$ cat src/design/clock_fanout_pkg.sv
// Shared constants and types for the clock fan-out block
package clock_fanout_pkg;

  // ==========================================================
  // Output grouping
  localparam int NUM_OUTPUTS = 13;
  localparam int NUM_MEMORY_OUTPUTS = 12;
  localparam int FEEDBACK_INDEX = 12;

  // ==========================================================
  // Serial link framing
  localparam logic [6:0] CFG_TARGET_ADDR = 7'h69;
  localparam logic DIR_WRITE = 1'h0;
  localparam logic [3:0] BITS_PER_BYTE = 4'h8;
  localparam logic [1:0] NUM_CFG_BYTES = 2'h3;

  // ==========================================================
  // Configuration byte indices
  localparam logic [1:0] BYTE_LOW_GROUP = 2'h0;
  localparam logic [1:0] BYTE_MID_GROUP = 2'h1;
  localparam logic [1:0] BYTE_HIGH_GROUP = 2'h2;

  // ==========================================================
  // Field positions inside the configuration bytes
  localparam int LOW_OUT5_BIT = 7;
  localparam int LOW_OUT4_BIT = 6;
  localparam int LOW_OUT3_0_LSB = 0;
  localparam int MID_OUT11_8_LSB = 4;
  localparam int MID_OUT7_6_LSB = 0;
  localparam int HIGH_OUT12_BIT = 6;

  // ==========================================================
  // Values after reset
  localparam logic [NUM_OUTPUTS-1:0] ENABLE_RESET = 13'h1fff;

  // ==========================================================
  // Link receiver states
  typedef enum logic [4:0] {
    ST_IDLE = 5'h01,
    ST_ADDR = 5'h02,
    ST_ADDR_ACK = 5'h04,
    ST_DATA = 5'h08,
    ST_DATA_ACK = 5'h10
  } link_state_type;

  // Complete state of the configuration receiver
  typedef struct packed {
    logic scl_s1;
    logic scl_s2;
    logic scl_d;
    logic sda_s1;
    logic sda_s2;
    logic sda_d;
    logic buf_s1;
    logic buf_s2;
    link_state_type state;
    logic [7:0] shift;
    logic [3:0] bit_cnt;
    logic [1:0] byte_idx;
    logic [NUM_OUTPUTS-1:0] enable;
    logic sda_drive;
  } ctrl_type;

  localparam ctrl_type CTRL_RESET = '{
    scl_s1: 1'h1, scl_s2: 1'h1, scl_d: 1'h1,
    sda_s1: 1'h1, sda_s2: 1'h1, sda_d: 1'h1,
    buf_s1: 1'h0, buf_s2: 1'h0,
    state: ST_IDLE, shift: 8'h00, bit_cnt: 4'h0, byte_idx: 2'h0,
    enable: ENABLE_RESET, sda_drive: 1'h0
  };

endpackage : clock_fanout_pkg

$ cat src/design/clock_fanout_output_enables.sv
// Clock fan-out with per-output enables loaded over a two-wire serial link
`timescale 1ns/1ps
`default_nettype none

// Functional notes
// RULE1: Thirteen outputs copy the one input clock while enabled.
// RULE2: Outputs 0 to 11 feed memory modules; output 12 is PLL feedback.
// RULE3: Each output has its own enable bit loaded over the serial link.
// RULE4: After reset every enable bit is set, so all outputs run.
// RULE5: Bytes arrive from byte 0 upward, each byte most significant bit first.
// RULE6: The master writes zero into reserved and unused bit positions.
// RULE7: Device answers target address 1101001 followed by the direction bit.
// RULE8: Byte 0: bit 7 output 5, bit 6 output 4, bits 3..0 outputs 3..0.
// RULE9: Byte 1: bits 7..4 outputs 11..8, bits 1..0 outputs 7..6.
// RULE10: Byte 2: only bit 6 is used, enabling output 12.
// RULE11: Disabled outputs sit low; enable changes occur only between input pulses.
module clock_fanout_output_enables
  import clock_fanout_pkg::*;
(
  input wire logic clk,
  input wire logic rst_n,
  input wire logic buf_in,
  input wire logic serial_clock_pin,
  input wire logic config_serial_data_pin_in,
  output logic config_serial_data_pin_out,
  output logic config_serial_data_pin_oe,
  output logic [NUM_MEMORY_OUTPUTS-1:0] fanout_out,
  output logic fanout_out_12
);

  ctrl_type q;
  ctrl_type next_q;
  logic scl_rise;
  logic scl_fall;
  logic start_seen;
  logic stop_seen;
  logic byte_full;
  logic [NUM_OUTPUTS-1:0] gated;

  // ==========================================================
  // Byte to enable mapping
  // Reserved positions are dropped; the master is expected to send zero there.
  function automatic logic [NUM_OUTPUTS-1:0] apply_byte(
    input logic [NUM_OUTPUTS-1:0] cur,
    input logic [1:0] idx,
    input logic [7:0] data
  );
    logic [NUM_OUTPUTS-1:0] res;
    res = cur;
    unique case (idx)
      BYTE_LOW_GROUP: begin
        res[5] = data[LOW_OUT5_BIT]; // [RULE8]
        res[4] = data[LOW_OUT4_BIT]; // [RULE8]
        res[3:0] = data[LOW_OUT3_0_LSB +: 4]; // [RULE8]
      end
      BYTE_MID_GROUP: begin
        res[11:8] = data[MID_OUT11_8_LSB +: 4]; // [RULE9]
        res[7:6] = data[MID_OUT7_6_LSB +: 2]; // [RULE9]
      end
      BYTE_HIGH_GROUP: begin
        res[12] = data[HIGH_OUT12_BIT]; // [RULE10]
      end
      default: begin
        res = cur; // Bytes past the map are accepted and discarded
      end
    endcase
    return res;
  endfunction : apply_byte

  // ==========================================================
  // Link event detection on the second synchroniser stage
  assign scl_rise = q.scl_s2 & ~q.scl_d;
  assign scl_fall = ~q.scl_s2 & q.scl_d;
  assign start_seen = q.scl_s2 & q.scl_d & q.sda_d & ~q.sda_s2;
  assign stop_seen = q.scl_s2 & q.scl_d & ~q.sda_d & q.sda_s2;
  assign byte_full = (q.bit_cnt == BITS_PER_BYTE);

  // ==========================================================
  // Receiver next state
  // The link clock is oversampled by clk, so it needs no edge of its own.
  always_comb begin
    next_q = q;
    next_q.scl_s1 = serial_clock_pin;
    next_q.scl_s2 = q.scl_s1;
    next_q.scl_d = q.scl_s2;
    next_q.sda_s1 = config_serial_data_pin_in;
    next_q.sda_s2 = q.sda_s1;
    next_q.sda_d = q.sda_s2;
    next_q.buf_s1 = buf_in;
    next_q.buf_s2 = q.buf_s1;
    if (start_seen) begin
      // A start, repeated or not, always restarts from byte 0
      next_q.state = ST_ADDR;
      next_q.bit_cnt = 4'h0;
      next_q.byte_idx = BYTE_LOW_GROUP; // [RULE5]
      next_q.sda_drive = 1'h0;
    end else if (stop_seen) begin
      next_q.state = ST_IDLE;
      next_q.sda_drive = 1'h0;
    end else begin
      unique case (q.state)
        ST_IDLE: begin
          next_q.bit_cnt = 4'h0;
        end
        ST_ADDR, ST_DATA: begin
          if (scl_rise && !byte_full) begin
            next_q.shift = {q.shift[6:0], q.sda_s2}; // [RULE5]
            next_q.bit_cnt = q.bit_cnt + 4'h1;
          end else if (scl_fall && byte_full) begin
            if (q.state == ST_ADDR) begin
              // No read-back exists, so a read request is not acknowledged
              if (q.shift == {CFG_TARGET_ADDR, DIR_WRITE}) begin // [RULE7]
                next_q.state = ST_ADDR_ACK;
                next_q.sda_drive = 1'h1;
              end else begin
                next_q.state = ST_IDLE;
              end
            end else begin
              next_q.enable = apply_byte(q.enable, q.byte_idx, q.shift); // [RULE3]
              if (q.byte_idx != NUM_CFG_BYTES) begin
                next_q.byte_idx = q.byte_idx + 2'h1; // [RULE5]
              end
              next_q.state = ST_DATA_ACK;
              next_q.sda_drive = 1'h1;
            end
          end
        end
        ST_ADDR_ACK, ST_DATA_ACK: begin
          // Release the line on the falling edge that ends the ack slot
          if (scl_fall) begin
            next_q.sda_drive = 1'h0;
            next_q.bit_cnt = 4'h0;
            next_q.state = ST_DATA;
          end
        end
        default: begin
          next_q.state = ST_IDLE;
          next_q.sda_drive = 1'h0;
        end
      endcase
    end
  end

  // ==========================================================
  // State register
  always_ff @(posedge clk) begin
    if (!rst_n) begin
      q <= CTRL_RESET; // [RULE4]
    end else begin
      q <= next_q;
    end
  end

  // ==========================================================
  // Output gating
  clock_gate_bank #(
    .WIDTH(NUM_OUTPUTS),
    .RESET_ENABLE(ENABLE_RESET)
  ) u_gate (
    .clk(clk),
    .rst_n(rst_n),
    .clk_level(q.buf_s2),
    .enable(q.enable),
    .gated(gated)
  );

  // Memory module clocks and the feedback clock leave on separate ports
  assign fanout_out = gated[NUM_MEMORY_OUTPUTS-1:0]; // [RULE2]
  assign fanout_out_12 = gated[FEEDBACK_INDEX]; // [RULE2]

  // Open drain: only ever pull low
  assign config_serial_data_pin_out = 1'h0;
  assign config_serial_data_pin_oe = q.sda_drive;
endmodule : clock_fanout_output_enables

`default_nettype wire

$ cat src/design/clock_gate_bank.sv
// Glitch-free gating of one clock level onto a bank of outputs
`timescale 1ns/1ps
`default_nettype none

module clock_gate_bank
  import clock_fanout_pkg::*;
#(
  parameter int WIDTH = 13,
  parameter logic [WIDTH-1:0] RESET_ENABLE = '1
) (
  input wire logic clk,
  input wire logic rst_n,
  input wire logic clk_level,
  input wire logic [WIDTH-1:0] enable,
  output logic [WIDTH-1:0] gated
);

  typedef struct packed {
    logic [WIDTH-1:0] applied;
    logic [WIDTH-1:0] out;
  } gate_type;

  gate_type q;
  gate_type next_q;

  // ==========================================================
  // Gating
  // Enables are only taken while the source is low, so a change can
  // never chop a high phase short; the cost is up to one phase of latency.
  always_comb begin
    next_q = q;
    next_q.applied = clk_level ? q.applied : enable; // [RULE11]
    next_q.out = {WIDTH{clk_level}} & next_q.applied; // [RULE1] [RULE11]
  end

  always_ff @(posedge clk) begin
    if (!rst_n) begin
      q.applied <= RESET_ENABLE;
      q.out <= '0;
    end else begin
      q <= next_q;
    end
  end

  assign gated = q.out;
endmodule : clock_gate_bank

`default_nettype wire

$ cat config.mk
export PLATFORM = sky130hd
export DESIGN_NAME = clock_fanout_output_enables
export DESIGN_NICKNAME = d
export VERILOG_FILES = /design/src/design/clock_fanout_pkg.sv /design/src/design/clock_fanout_output_enables.sv /design/src/design/clock_gate_bank.sv
export SDC_FILE = /design/constraint.sdc
export NUM_CORES = 1
export LEC_CHECK = 0
export BUFFER_PORTS_ARGS = -buffer_cell sky130_fd_sc_hd__buf_2
export CAP_MARGIN = 40
export CORE_MARGIN = 2
export CORE_UTILIZATION = 62
export CTS_BUF_LIST = sky130_fd_sc_hd__clkbuf_4 sky130_fd_sc_hd__clkbuf_8
export CTS_CLUSTER_DIAMETER = 40
export DETAILED_ROUTE_END_ITERATION = 16
export GPL_TIMING_DRIVEN = 0
export HOLD_SLACK_MARGIN = 0.1
export PLACE_DENSITY_LB_ADDON = 0.25
export SLEW_MARGIN = 20
export SYNTH_ARGS = -nofsm -noshare
export SYNTH_HDL_FRONTEND = slang
export SYNTH_SLANG_ARGS = --single-unit
export TNS_END_PERCENT = 50
$ cat constraint.sdc
create_clock -name clk -period 2.3 [get_ports clk]
set_clock_uncertainty 0.1 [all_clocks]
set_input_delay 0.345 -clock clk [delete_from_list [all_inputs] [get_ports clk]]
set_output_delay 0.345 -clock clk [all_outputs]
set_load 0.1 [all_outputs]
==> impl_metrics.xml, run 1 <==
<?xml version="1.0" encoding="UTF-8"?>
<metrics>
  <group name="global_route">
    <metric name="globalRoute.totalOverflow" unit="">0</metric>
    <metric name="vias_in_the_first_global_route" unit="">2084</metric>
    <metric name="total_routing_usage_reported_by_global_routing" unit="%">23.9</metric>
    <metric name="global_route_wire_length_before_repair" unit="um">9340</metric>
    <metric name="grt_max_degree" unit="">12</metric>
    <metric name="antenna_found_initial" unit="">0</metric>
  </group>
  <group name="sta">
    <metric name="final_min_period_over_clock_period" unit="%">93.7</metric>
    <metric name="max_freq" unit="GHz">0.464</metric>
    <metric name="timing.final.setup_violations" unit="">0</metric>
    <metric name="worst-slew-pin-transition" unit="ps">625</metric>
    <metric name="grt_setup_unrepaired" unit="">false</metric>
    <metric name="fin_setup_tns" unit="ps">0</metric>
    <metric name="final_max_slew_viols" unit="">0</metric>
    <metric name="finalHoldViolations" unit="">0</metric>
    <metric name="max_slew_margin" unit="%">58.3</metric>
    <metric name="period_needed" unit="ps">2150</metric>
  </group>
  <group name="die">
    <metric name="die-area" unit="um2">5040</metric>
    <metric name="core_area" unit="um2">4320</metric>
    <metric name="top_level_ports" unit="">20</metric>
    <metric name="placementRows" unit="">24</metric>
    <metric name="die_height" unit="um">71.0</metric>
    <metric name="fp.dieW" unit="um">71.0</metric>
    <metric name="initial_utilization" unit="%">64.4</metric>
  </group>
  <group name="clock_network">
    <metric name="cts.reportedPaths.clkPinSlew" unit="ps">70</metric>
    <metric name="tritoncts" unit="">done</metric>
    <metric name="numClockSinks" unit="">67</metric>
    <metric name="cts_setup_buffers" unit="">0</metric>
    <metric name="clkLatencyLatePin" unit="ps">340</metric>
    <metric name="h_tree_lvls" unit="">3</metric>
    <metric name="root_buffer_cell" unit="">sky130_fd_sc_hd__clkbuf_8</metric>
    <metric name="cts-buffers-inserted" unit="">9</metric>
    <metric name="cts.path.max_buffers" unit="">2</metric>
  </group>
  <group name="power_and_ir_drop">
    <metric name="power.leakage" unit="nW">1.33</metric>
    <metric name="power.density" unit="nW/um2">856</metric>
    <metric name="worst_ir_drop_vdd" unit="mV">0.666</metric>
  </group>
  <group name="drt">
    <metric name="detail_route.drc_violations" unit="">0</metric>
    <metric name="met1Wirelength" unit="um">2310</metric>
    <metric name="route.vias.total" unit="">2150</metric>
    <metric name="ant_nets" unit="">0</metric>
    <metric name="post_drt_wl_per_cell" unit="um">14.0</metric>
    <metric name="dr.pass1.iters" unit="">4</metric>
    <metric name="met2_wirelength" unit="um">2660</metric>
    <metric name="highest_layer" unit="">met4</metric>
    <metric name="wl" unit="um">5320</metric>
    <metric name="detail_route.vias_per_cell" unit="">5.66</metric>
    <metric name="met3_wirelength" unit="um">202</metric>
    <metric name="first_iter_violations" unit="">131</metric>
  </group>
  <group name="layout">
    <metric name="number_of_fill_cells_in_the_layout" unit="">325</metric>
    <metric name="stdcell_count" unit="">380</metric>
    <metric name="area.growth.synth_to_final" unit="%">13.2</metric>
    <metric name="fin_nets" unit="">334</metric>
    <metric name="n_antenna_cell" unit="">0</metric>
    <metric name="fin_area" unit="um2">3150</metric>
    <metric name="drive_above_1_share" unit="%">17.4</metric>
  </group>
  <group name="placement">
    <metric name="postPlaceCellArea" unit="um2">2940</metric>
    <metric name="place_inst" unit="">362</metric>
    <metric name="port-buffer-count" unit="">18</metric>
    <metric name="dp.final_hpwl" unit="um">3710</metric>
    <metric name="finalWeightedCongestion" unit="">0.974</metric>
  </group>
  <group name="critical_path">
    <metric name="critical_path_required" unit="ps">2470</metric>
    <metric name="critPathMaxFanout" unit="">10</metric>
    <metric name="crit_path_end" unit="">q[2]</metric>
    <metric name="crit_slowest_cell" unit="">sky130_fd_sc_hd__nor4_4</metric>
    <metric name="crit-reg2reg-launch" unit="">q[28]</metric>
    <metric name="setup.worst_path.class" unit="">reg2reg</metric>
    <metric name="cp_slowest_stage_delay" unit="ps">560</metric>
    <metric name="critPathArrivalTime" unit="ps">2320</metric>
    <metric name="setup.worst_path.end_class" unit="">flop</metric>
    <metric name="critical_path.reg2reg.endpoint" unit="">q[2]</metric>
    <metric name="r2r_slack" unit="ps">150</metric>
    <metric name="worst_setup_path_startpoint" unit="">q[28]</metric>
    <metric name="critical_path.cell_chain" unit="">or3_4 -&gt; nor4_4 -&gt; and3_1 -&gt; buf_4 -&gt; mux2i_1</metric>
    <metric name="worstRegToRegCells" unit="">5</metric>
    <metric name="timing.critical_path.from_type" unit="">flop</metric>
  </group>
  <group name="logic_synthesis">
    <metric name="synth-async-reset-ratio" unit="%">0</metric>
    <metric name="synth.ff_latch_count" unit="">67</metric>
    <metric name="synth_top_area_share" unit="%">48.2</metric>
    <metric name="synthesized_cell_area" unit="um2">2780</metric>
    <metric name="post-synth-top-area-cell" unit="">sky130_fd_sc_hd__dfxtp_1</metric>
    <metric name="avgSynthCellArea" unit="um2">9.53</metric>
    <metric name="synth.yosys.warnings" unit="">0</metric>
    <metric name="synth_seq_area_share" unit="%">48.2</metric>
    <metric name="mappedNetlistNets" unit="">303</metric>
    <metric name="number_of_library_cell_types_mapped_by_synthesis" unit="">50</metric>
    <metric name="synth_edf_count" unit="">0</metric>
    <metric name="synth_area_leaders" unit="">sky130_fd_sc_hd__dfxtp_1, sky130_fd_sc_hd__mux2i_1, sky130_fd_sc_hd__nand2_1</metric>
    <metric name="netlist_instances" unit="">292</metric>
    <metric name="synthFlopType" unit="">sky130_fd_sc_hd__dfxtp_1</metric>
  </group>
  <group name="run_status">
    <metric name="result_of_the_run" unit="">finished, final reports clean</metric>
  </group>
  <group name="hold_path">
    <metric name="worst_hold_path_type" unit="">in2reg</metric>
    <metric name="min_from" unit="">buf_in</metric>
  </group>
  <group name="run">
    <metric name="max_cap_violations" unit="">0</metric>
  </group>
</metrics>
-- area by class of cell --
cell class,count,area [um2],area share [%]
Clock buffer,11,139,4.41
Timing Repair Buffer,20,110,3.49
Buffer,27,156,4.96
Clock inverter,5,53.8,1.71
Inverter,9,33.8,1.07
Tap cell,52,65.1,2.07
Multi-Input combinational cell,189,1250,39.7
Sequential cell,67,1340,42.6
-- repair_timing --
item	CTS	global route
resized for setup	0	0
hold buffers	2	0
endpoints found under the setup margin	0	0
endpoints found under the hold margin	2	0
-- flip-flops by register name (all words and copies together) (netlist names) --
name / count
config_serial_data_pin_oe: 1
next_q: 5
q: 35
u_gate.gated: 13
u_gate.q: 13
-- synthesized netlist by cell type (2+ instances only) --
library cell               count
sky130_fd_sc_hd__and2_1        4
sky130_fd_sc_hd__ha_1          6
sky130_fd_sc_hd__a22oi_1       3
sky130_fd_sc_hd__or4bb_1       2
sky130_fd_sc_hd__inv_1         8
sky130_fd_sc_hd__buf_1         2
sky130_fd_sc_hd__o31ai_1       4
sky130_fd_sc_hd__a211oi_1      3
sky130_fd_sc_hd__o211ai_1     10
sky130_fd_sc_hd__nand2b_1      7
sky130_fd_sc_hd__nand4_1       6
sky130_fd_sc_hd__a21o_1        2
sky130_fd_sc_hd__buf_4        14
sky130_fd_sc_hd__a311oi_1      2
sky130_fd_sc_hd__clkbuf_1      9
sky130_fd_sc_hd__nor3b_1       2
sky130_fd_sc_hd__nand3_1       2
sky130_fd_sc_hd__nand4b_1      2
sky130_fd_sc_hd__xor2_1        3
sky130_fd_sc_hd__nor2_1       15
sky130_fd_sc_hd__a41oi_1       2
sky130_fd_sc_hd__mux2i_1      18
sky130_fd_sc_hd__nor3_1        2
sky130_fd_sc_hd__nor2b_1       2
sky130_fd_sc_hd__buf_2         2
sky130_fd_sc_hd__nand2_1      38
sky130_fd_sc_hd__dfxtp_1      67
sky130_fd_sc_hd__a21oi_1      19
sky130_fd_sc_hd__or4_1         2
sky130_fd_sc_hd__and3_1       14
-- per-stage QoR --
stage               total power [W]  util [%]  setup WS [ps]  hold WS, ps
global route                0.00282      72.9           15.9          113
floorplan                   0.00168         -            414          286
finish                      0.00270      72.9            145          117
CTS                         0.00271      72.9            137          113
global placement            0.00176      67.9            250          288
detailed placement          0.00177      67.9            213          298
-- layer usage --
layer	GRT usage, %	vias up
li1	-	1084
met1	26.6	999
met2	41.6	51
met3	5.56	16
met4	13.8	0
met5	0	-
-- report_power, final --
| group | switching, W | internal [W] | leakage [nW] |
|---|---|---|---|
| Sequential | 0.0000276 | 0.00120 | 0.544 |
| Combinational | 0.000357 | 0.000160 | 0.684 |
| Clock | 0.000431 | 0.000521 | 0.104 |
| Total | 0.000815 | 0.00188 | 1.33 |
-- how the worst min path moves through the flow --
stage	cells after the start	endpoint	slack, ps
after floorplan	1	next_q[35]	290
after global routing	2	next_q[33]	110
final	2	next_q[33]	120
after detailed placement	1	next_q[38]	300
after global placement	1	next_q[38]	290
after CTS	2	next_q[33]	110
-- kinds of logic (layout without fill, tap and decap cells) --
group,after synthesis,count (layout),synth area share (%)
DFF,67,67,48.2
other,1,1,0.135
adders and majority gates,6,6,2.70
xor gates and xnor gates,4,4,1.26
and+or+nand+nor,106,106,20.8
muxes,19,19,6.88
AOI/OAI and AO/OA,53,53,13.2
buffers and inverters,36,72,6.83
-- cell usage in the layout, fill, tap and decap left out, types with 3 or more instances in the layout --
cell	n
sky130_fd_sc_hd__mux2i_1	18
sky130_fd_sc_hd__and2_1	4
sky130_fd_sc_hd__dfxtp_1	67
sky130_fd_sc_hd__inv_1	8
sky130_fd_sc_hd__nor2_1	15
sky130_fd_sc_hd__a22oi_1	3
sky130_fd_sc_hd__clkbuf_1	9
sky130_fd_sc_hd__buf_2	20
sky130_fd_sc_hd__o211ai_1	10
sky130_fd_sc_hd__a211oi_1	3
sky130_fd_sc_hd__ha_1	6
sky130_fd_sc_hd__a21oi_1	19
sky130_fd_sc_hd__nand2b_1	7
sky130_fd_sc_hd__xor2_1	3
sky130_fd_sc_hd__buf_4	14
sky130_fd_sc_hd__and3_1	14
sky130_fd_sc_hd__o31ai_1	4
sky130_fd_sc_hd__nand4_1	6
sky130_fd_sc_hd__clkinv_2	3
sky130_fd_sc_hd__clkbuf_8	9
sky130_fd_sc_hd__nand2_1	38
-- worst max-delay path: cells and delay by family, from the launching register on --
kind	cells	cell delay [ps]
flops	1	360
mux	1	220
buf+inv	1	160
simple gates	3	1230
Note: power is estimated with default switching activity, not from simulation.
==> inputs of run 2 (changes only) <==
- clock period: 2.3 -> 2.2 ns (I/O delays scaled with it)
==> run 2 against run 1 <==
Net effect:
- clock-buffer cell count unchanged
- clock power increased by 4.2%
- critical path type unchanged
- power increased by 4.9%
- die area unchanged
- sequential share of layout area decreased by 0.63 points
- critical endpoint unchanged
- routed wire length increased by 1.8%
- non-clock buffer count increased by 5
==> impl_metrics.xml, run 2 (same netlist as run 1, synthesis figures left out) <==
<?xml version="1.0" encoding="UTF-8"?>
<metrics>
  <group name="hold_path">
    <metric name="hold-path-cell-count" unit="">3</metric>
    <metric name="worst_hold_path_type" unit="">in2reg</metric>
  </group>
  <group name="placement">
    <metric name="dp.final_hpwl" unit="um">3710</metric>
    <metric name="postPlaceCellArea" unit="um2">2940</metric>
    <metric name="finalWeightedCongestion" unit="">0.974</metric>
    <metric name="port-buffer-count" unit="">18</metric>
  </group>
  <group name="clock_network">
    <metric name="cts-buffers-inserted" unit="">9</metric>
    <metric name="cts.path.max_buffers" unit="">2</metric>
    <metric name="tritoncts" unit="">done</metric>
    <metric name="cts.reportedPaths.clkPinSlew" unit="ps">70</metric>
    <metric name="numClockSinks" unit="">67</metric>
    <metric name="root_buffer_cell" unit="">sky130_fd_sc_hd__clkbuf_8</metric>
    <metric name="h_tree_lvls" unit="">3</metric>
    <metric name="clkLatencyLatePin" unit="ps">340</metric>
  </group>
  <group name="global_route">
    <metric name="grt_max_degree" unit="">12</metric>
    <metric name="total_routing_usage_reported_by_global_routing" unit="%">24.0</metric>
    <metric name="vias_in_the_first_global_route" unit="">2096</metric>
    <metric name="antenna_found_initial" unit="">0</metric>
    <metric name="global_route_wire_length_before_repair" unit="um">9360</metric>
    <metric name="globalRoute.totalOverflow" unit="">0</metric>
  </group>
  <group name="critical_path">
    <metric name="critical_path_required" unit="ps">2370</metric>
    <metric name="setup.worst_path.end_class" unit="">flop</metric>
    <metric name="crit-reg2reg-launch" unit="">q[16]</metric>
    <metric name="critical_path.reg2reg.endpoint" unit="">q[2]</metric>
    <metric name="critPathMaxFanout" unit="">7</metric>
    <metric name="setup.worst_path.class" unit="">reg2reg</metric>
    <metric name="crit_path_end" unit="">q[2]</metric>
    <metric name="worstRegToRegCells" unit="">7</metric>
    <metric name="r2r_slack" unit="ps">160</metric>
    <metric name="worst_setup_path_startpoint" unit="">q[16]</metric>
    <metric name="timing.critical_path.from_type" unit="">flop</metric>
    <metric name="critPathArrivalTime" unit="ps">2210</metric>
  </group>
  <group name="drt">
    <metric name="met3_wirelength" unit="um">238</metric>
    <metric name="dr.pass1.iters" unit="">4</metric>
    <metric name="ant_nets" unit="">0</metric>
    <metric name="detail_route.vias_per_cell" unit="">5.64</metric>
    <metric name="first_iter_violations" unit="">134</metric>
    <metric name="route.vias.total" unit="">2171</metric>
    <metric name="met2_wirelength" unit="um">2800</metric>
    <metric name="met1Wirelength" unit="um">2260</metric>
    <metric name="wl" unit="um">5410</metric>
    <metric name="highest_layer" unit="">met4</metric>
    <metric name="post_drt_wl_per_cell" unit="um">14.1</metric>
    <metric name="detail_route.drc_violations" unit="">0</metric>
  </group>
  <group name="sta">
    <metric name="final_min_period_over_clock_period" unit="%">92.8</metric>
    <metric name="grt_setup_unrepaired" unit="">false</metric>
    <metric name="max_freq" unit="GHz">0.490</metric>
    <metric name="period_needed" unit="ps">2040</metric>
    <metric name="worst-slew-pin-transition" unit="ps">623</metric>
    <metric name="final_max_slew_viols" unit="">0</metric>
    <metric name="max_slew_margin" unit="%">58.4</metric>
    <metric name="timing.final.setup_violations" unit="">0</metric>
    <metric name="finalHoldViolations" unit="">0</metric>
    <metric name="fin_setup_tns" unit="ps">0</metric>
  </group>
  <group name="power_and_ir_drop">
    <metric name="combinationalPowerShare" unit="%">19.4</metric>
    <metric name="power.sequential.fraction" unit="%">45.5</metric>
    <metric name="p_sw_share" unit="%">30.2</metric>
    <metric name="power.internal" unit="W">0.00197</metric>
    <metric name="clockPowerShare" unit="%">35.1</metric>
    <metric name="power.density" unit="nW/um2">885</metric>
    <metric name="power.net_switching" unit="W">0.000855</metric>
    <metric name="power.leakage" unit="nW">1.36</metric>
    <metric name="worst_ir_drop_vdd" unit="mV">0.698</metric>
  </group>
  <group name="layout">
    <metric name="number_of_fill_cells_in_the_layout" unit="">317</metric>
    <metric name="fin_nets" unit="">339</metric>
    <metric name="drive_above_1_share" unit="%">18.6</metric>
    <metric name="most-common-layout-cells" unit="">sky130_fd_sc_hd__dfxtp_1, sky130_fd_sc_hd__nand2_1, sky130_fd_sc_hd__buf_2, sky130_fd_sc_hd__a21oi_1</metric>
    <metric name="area.growth.synth_to_final" unit="%">14.9</metric>
    <metric name="registers.top_by_ff_count" unit="">q</metric>
    <metric name="n_antenna_cell" unit="">0</metric>
    <metric name="fin_area" unit="um2">3200</metric>
    <metric name="largest_register_ffs" unit="">35</metric>
    <metric name="layout.cells.most_common" unit="">sky130_fd_sc_hd__dfxtp_1</metric>
  </group>
  <group name="die">
    <metric name="placementRows" unit="">24</metric>
    <metric name="top_level_ports" unit="">20</metric>
    <metric name="core_area" unit="um2">4320</metric>
    <metric name="die_height" unit="um">71.0</metric>
    <metric name="die-area" unit="um2">5040</metric>
    <metric name="initial_utilization" unit="%">64.4</metric>
    <metric name="fp.dieW" unit="um">71.0</metric>
  </group>
  <group name="run_status">
    <metric name="result_of_the_run" unit="">finished, final reports clean</metric>
  </group>
  <group name="run">
    <metric name="max_cap_violations" unit="">0</metric>
  </group>
</metrics>
## run 2: worst min path at each step
| stage | startpoint | to | slack (ps) |
|---|---|---|---|
| 2_1_floorplan | next_q[36] | next_q[35] | 290 |
| 3_3_place_gp | next_q[39] | next_q[38] | 290 |
| 3_5_place_dp | next_q[39] | next_q[38] | 300 |
| 4_1_cts | rst_n | q[28] | 280 |
| 5_1_grt | rst_n | q[28] | 310 |
| 6_report | rst_n | q[28] | 300 |
## run 2: final cells by class
type	instances	area, um2	share of cell area (%)
clock inverter	5	53.8	1.68
buffer	27	158	4.93
sequential	67	1340	41.9
inverter	9	33.8	1.06
timing repair buffer	25	150	4.69
tap	52	65.1	2.03
multi-input combinational	189	1260	39.3
clock buffer	11	139	4.34
## run 2: stage by stage
step | util [%] | cells | worst slack (ps) | power (W) | hold WS [ps]
3_5_place_dp | 67.9 | 362 | 113 | 0.00185 | 298
4_1_cts | 73.1 | 381 | 37.1 | 0.00284 | 281
6_report | 74.0 | 385 | 158 | 0.00283 | 296
3_3_place_gp | 67.9 | 362 | 150 | 0.00184 | 288
2_1_floorplan | - | 292 | 314 | 0.00175 | 286
5_1_grt | 74.0 | 385 | 26.4 | 0.00295 | 313
## run 2: critical path, stage by stage (launching register included)
cell and delay, ps:
sky130_fd_sc_hd__dfxtp_1 330, sky130_fd_sc_hd__inv_1 90, sky130_fd_sc_hd__ha_1 150, sky130_fd_sc_hd__nand3b_1 240
sky130_fd_sc_hd__nor4_4 470, sky130_fd_sc_hd__and3_1 200, sky130_fd_sc_hd__buf_4 160, sky130_fd_sc_hd__mux2i_1 220
## run 2: power by group through the flow
stage | Sequential, W | Combinational [W] | Clock (W)
CTS | 0.00128 | 0.000542 | 0.00101
global placement | 0.00131 | 0.000535 | 0
global route | 0.00129 | 0.000598 | 0.00106
detailed placement | 0.00131 | 0.000535 | 0
floorplan | 0.00138 | 0.000375 | 0
finish | 0.00129 | 0.000549 | 0.000992
## run 2: routing by layer
| metal | GRT usage, % | vias to the layer above |
|---|---|---|
| met5 | 0 | - |
| met4 | 13.8 | 0 |
| met3 | 5.56 | 9 |
| met2 | 41.8 | 56 |
| met1 | 26.6 | 1008 |
| li1 | - | 1098 |
## run 2: what timing repair did
action                                  4_1_cts  5_1_grt
endpoints found under the setup margin        0        9
gates resized for setup                       0        3
setup buffers                                 0        4
hold buffers                                  3        0
endpoints found under the hold margin         3        0
==> inputs of run 3 (changes only) <==
- CORE_UTILIZATION: 62 -> 56
- clock period: 2.2 -> 1.85 ns (I/O delays scaled with it)
==> run 3 against run 2 <==
Net effect:
- global-route usage down 2.0 points
- via count up 1.7%
- non-clock buffer count up 11
- critical path depth down 3
- die area up 10%
- power up 29%
- combinational power up 39%
- worst setup slack worse by 220 ps
- the run now ends with setup timing left
- sequential power up 19%
- clock power up 37%
==> impl_metrics.xml, run 3 (same netlist as run 1, synthesis figures left out) <==
<?xml version="1.0" encoding="UTF-8"?>
<metrics>
  <group name="run_status">
    <metric name="result_of_the_run" unit="">finished, violations left</metric>
    <metric name="failing_checks" unit="">setup timing</metric>
  </group>
  <group name="sta">
    <metric name="max_freq" unit="GHz">0.523</metric>
    <metric name="setup_slack" unit="ps">-63.2</metric>
    <metric name="max_slew_margin" unit="%">57.7</metric>
    <metric name="final_min_period_over_clock_period" unit="%">103</metric>
    <metric name="final_max_slew_viols" unit="">0</metric>
    <metric name="period_needed" unit="ps">1910</metric>
    <metric name="finalHoldViolations" unit="">0</metric>
    <metric name="worst-slew-pin-transition" unit="ps">634</metric>
    <metric name="grt_setup_unrepaired" unit="">true</metric>
    <metric name="timing.final.setup_violations" unit="">5</metric>
    <metric name="fin_worst_hold_slack" unit="ps">244</metric>
  </group>
  <group name="critical_path">
    <metric name="critPathMaxFanout" unit="">3</metric>
    <metric name="setup.worst_path.end_class" unit="">flop</metric>
    <metric name="crit-reg2reg-launch" unit="">q[22]</metric>
    <metric name="critical_path_required" unit="ps">1980</metric>
    <metric name="worst_setup_path_startpoint" unit="">q[22]</metric>
    <metric name="setup.worst_path.class" unit="">reg2reg</metric>
    <metric name="timing.critical_path.from_type" unit="">flop</metric>
    <metric name="r2r_slack" unit="ps">-60</metric>
    <metric name="critPathArrivalTime" unit="ps">2040</metric>
  </group>
  <group name="die">
    <metric name="top_level_ports" unit="">20</metric>
    <metric name="core_area" unit="um2">4750</metric>
    <metric name="die_height" unit="um">74.5</metric>
    <metric name="placementRows" unit="">25</metric>
    <metric name="initial_utilization" unit="%">58.5</metric>
    <metric name="die-area" unit="um2">5550</metric>
    <metric name="fp.dieW" unit="um">74.5</metric>
  </group>
  <group name="clock_network">
    <metric name="cts.path.max_buffers" unit="">2</metric>
    <metric name="numClockSinks" unit="">67</metric>
    <metric name="cts-buffers-inserted" unit="">9</metric>
    <metric name="clkLatencyLatePin" unit="ps">340</metric>
    <metric name="root_buffer_cell" unit="">sky130_fd_sc_hd__clkbuf_8</metric>
    <metric name="tritoncts" unit="">done</metric>
    <metric name="cts.reportedPaths.clkPinSlew" unit="ps">70</metric>
    <metric name="h_tree_lvls" unit="">3</metric>
  </group>
  <group name="layout">
    <metric name="largest_register_ffs" unit="">35</metric>
    <metric name="area.growth.synth_to_final" unit="%">23.9</metric>
    <metric name="fin_area" unit="um2">3450</metric>
    <metric name="layout.cells.most_common" unit="">sky130_fd_sc_hd__dfxtp_1</metric>
    <metric name="fin_nets" unit="">350</metric>
    <metric name="most-common-layout-cells" unit="">sky130_fd_sc_hd__dfxtp_1, sky130_fd_sc_hd__nand2_1, sky130_fd_sc_hd__buf_4, sky130_fd_sc_hd__buf_2</metric>
    <metric name="final_standard_cell_utilization_of_the_core" unit="%">72.5</metric>
    <metric name="registers.top_by_ff_count" unit="">q</metric>
    <metric name="n_antenna_cell" unit="">0</metric>
    <metric name="number_of_fill_cells_in_the_layout" unit="">357</metric>
    <metric name="drive_above_1_share" unit="%">28.5</metric>
  </group>
  <group name="drt">
    <metric name="wl" unit="um">5590</metric>
    <metric name="ant_nets" unit="">0</metric>
    <metric name="route.vias.total" unit="">2208</metric>
    <metric name="detail_route.drc_violations" unit="">0</metric>
    <metric name="post_drt_wl_per_cell" unit="um">13.6</metric>
    <metric name="dr.pass1.iters" unit="">4</metric>
    <metric name="first_iter_violations" unit="">63</metric>
    <metric name="detail_route.vias_per_cell" unit="">5.37</metric>
  </group>
  <group name="power_and_ir_drop">
    <metric name="power.leakage" unit="nW">1.43</metric>
    <metric name="worst_ir_drop_vdd" unit="mV">0.726</metric>
    <metric name="power.density" unit="nW/um2">1060</metric>
    <metric name="totalPowerFinal" unit="W">0.00365</metric>
  </group>
  <group name="placement">
    <metric name="dp.final_hpwl" unit="um">3690</metric>
    <metric name="postPlaceCellArea" unit="um2">2980</metric>
    <metric name="port-buffer-count" unit="">18</metric>
    <metric name="finalWeightedCongestion" unit="">0.993</metric>
  </group>
  <group name="global_route">
    <metric name="globalRoute.totalOverflow" unit="">0</metric>
    <metric name="grt.met1_usage" unit="%">26.3</metric>
    <metric name="global_route.peak_usage_layer" unit="">met2</metric>
    <metric name="antenna_found_initial" unit="">0</metric>
    <metric name="global_route_wire_length_before_repair" unit="um">9180</metric>
    <metric name="grt_max_degree" unit="">14</metric>
    <metric name="global_route.usage.met3" unit="%">6.64</metric>
    <metric name="total_routing_usage_reported_by_global_routing" unit="%">21.9</metric>
    <metric name="globalRouteMet2Util" unit="%">36.8</metric>
    <metric name="vias_in_the_first_global_route" unit="">2042</metric>
  </group>
  <group name="hold_path">
    <metric name="worst_hold_path_type" unit="">in2reg</metric>
    <metric name="min_from" unit="">rst_n</metric>
  </group>
  <group name="run">
    <metric name="max_cap_violations" unit="">0</metric>
  </group>
</metrics>
[run 3: final cells by class]
cell class                 instances  area, um2  share of cell area, %
timing repair buffer              36        240                   6.97
buffer                            27        168                   4.86
inverter                           9       33.8                  0.980
clock inverter                     7        101                   2.94
multi-input combinational        189       1340                   38.9
tap                               67       83.8                   2.43
clock buffer                       9        124                   3.59
sequential                        67       1360                   39.3
[run 3: power by group]
| group | switching, W | internal [W] |
|---|---|---|
| combinational | 0.000497 | 0.000264 |
| clock | 0.000588 | 0.000769 |
| sequential | 0.0000414 | 0.00149 |
[run 3: routing by layer]
metal / vias to the layer above / part of all wire (%)
li1: 1116 / -
met1: 1037 / 44
met2: 44 / 50
met3: 11 / 3.9
met4: 0 / 1.8
met5: - / 0
[run 3: worst max-delay path: stages (launching register included)]
cell	delay, ps
sky130_fd_sc_hd__dfxtp_2	330
sky130_fd_sc_hd__or4bb_1	540
sky130_fd_sc_hd__o211ai_1	270
sky130_fd_sc_hd__a21bo_2	260
sky130_fd_sc_hd__a311o_1	300
[run 3: path summary, 6_finish.rpt]
kind / cells after the start / end
min: 3 / q[28]
min reg2reg: 1 / next_q[35]
max reg2reg: 4 / q[28]
max: 4 / q[28]
[run 3: stage by stage]
step / instances / TNS (ps) / worst slack (ps)
final: 411 / -144 / -63.2
after global routing: 411 / -1610 / -138
after CTS: 405 / -180 / -33.6
after detailed placement: 377 / -2820 / -289
after global placement: 377 / -2100 / -196
after floorplan: 292 / -93.5 / -20.6
[run 3: timing repair]
| item | in CTS | in global routing |
|---|---|---|
| setup endpoints to repair | 21 | 29 |
| hold buffers | 3 | 0 |
| resized for setup | 12 | 19 |
| buffers inserted | 9 | 6 |
| pin swaps | 7 | 14 |
| hold endpoints to repair | 3 | 0 |
| gates cloned | 0 | 0 |
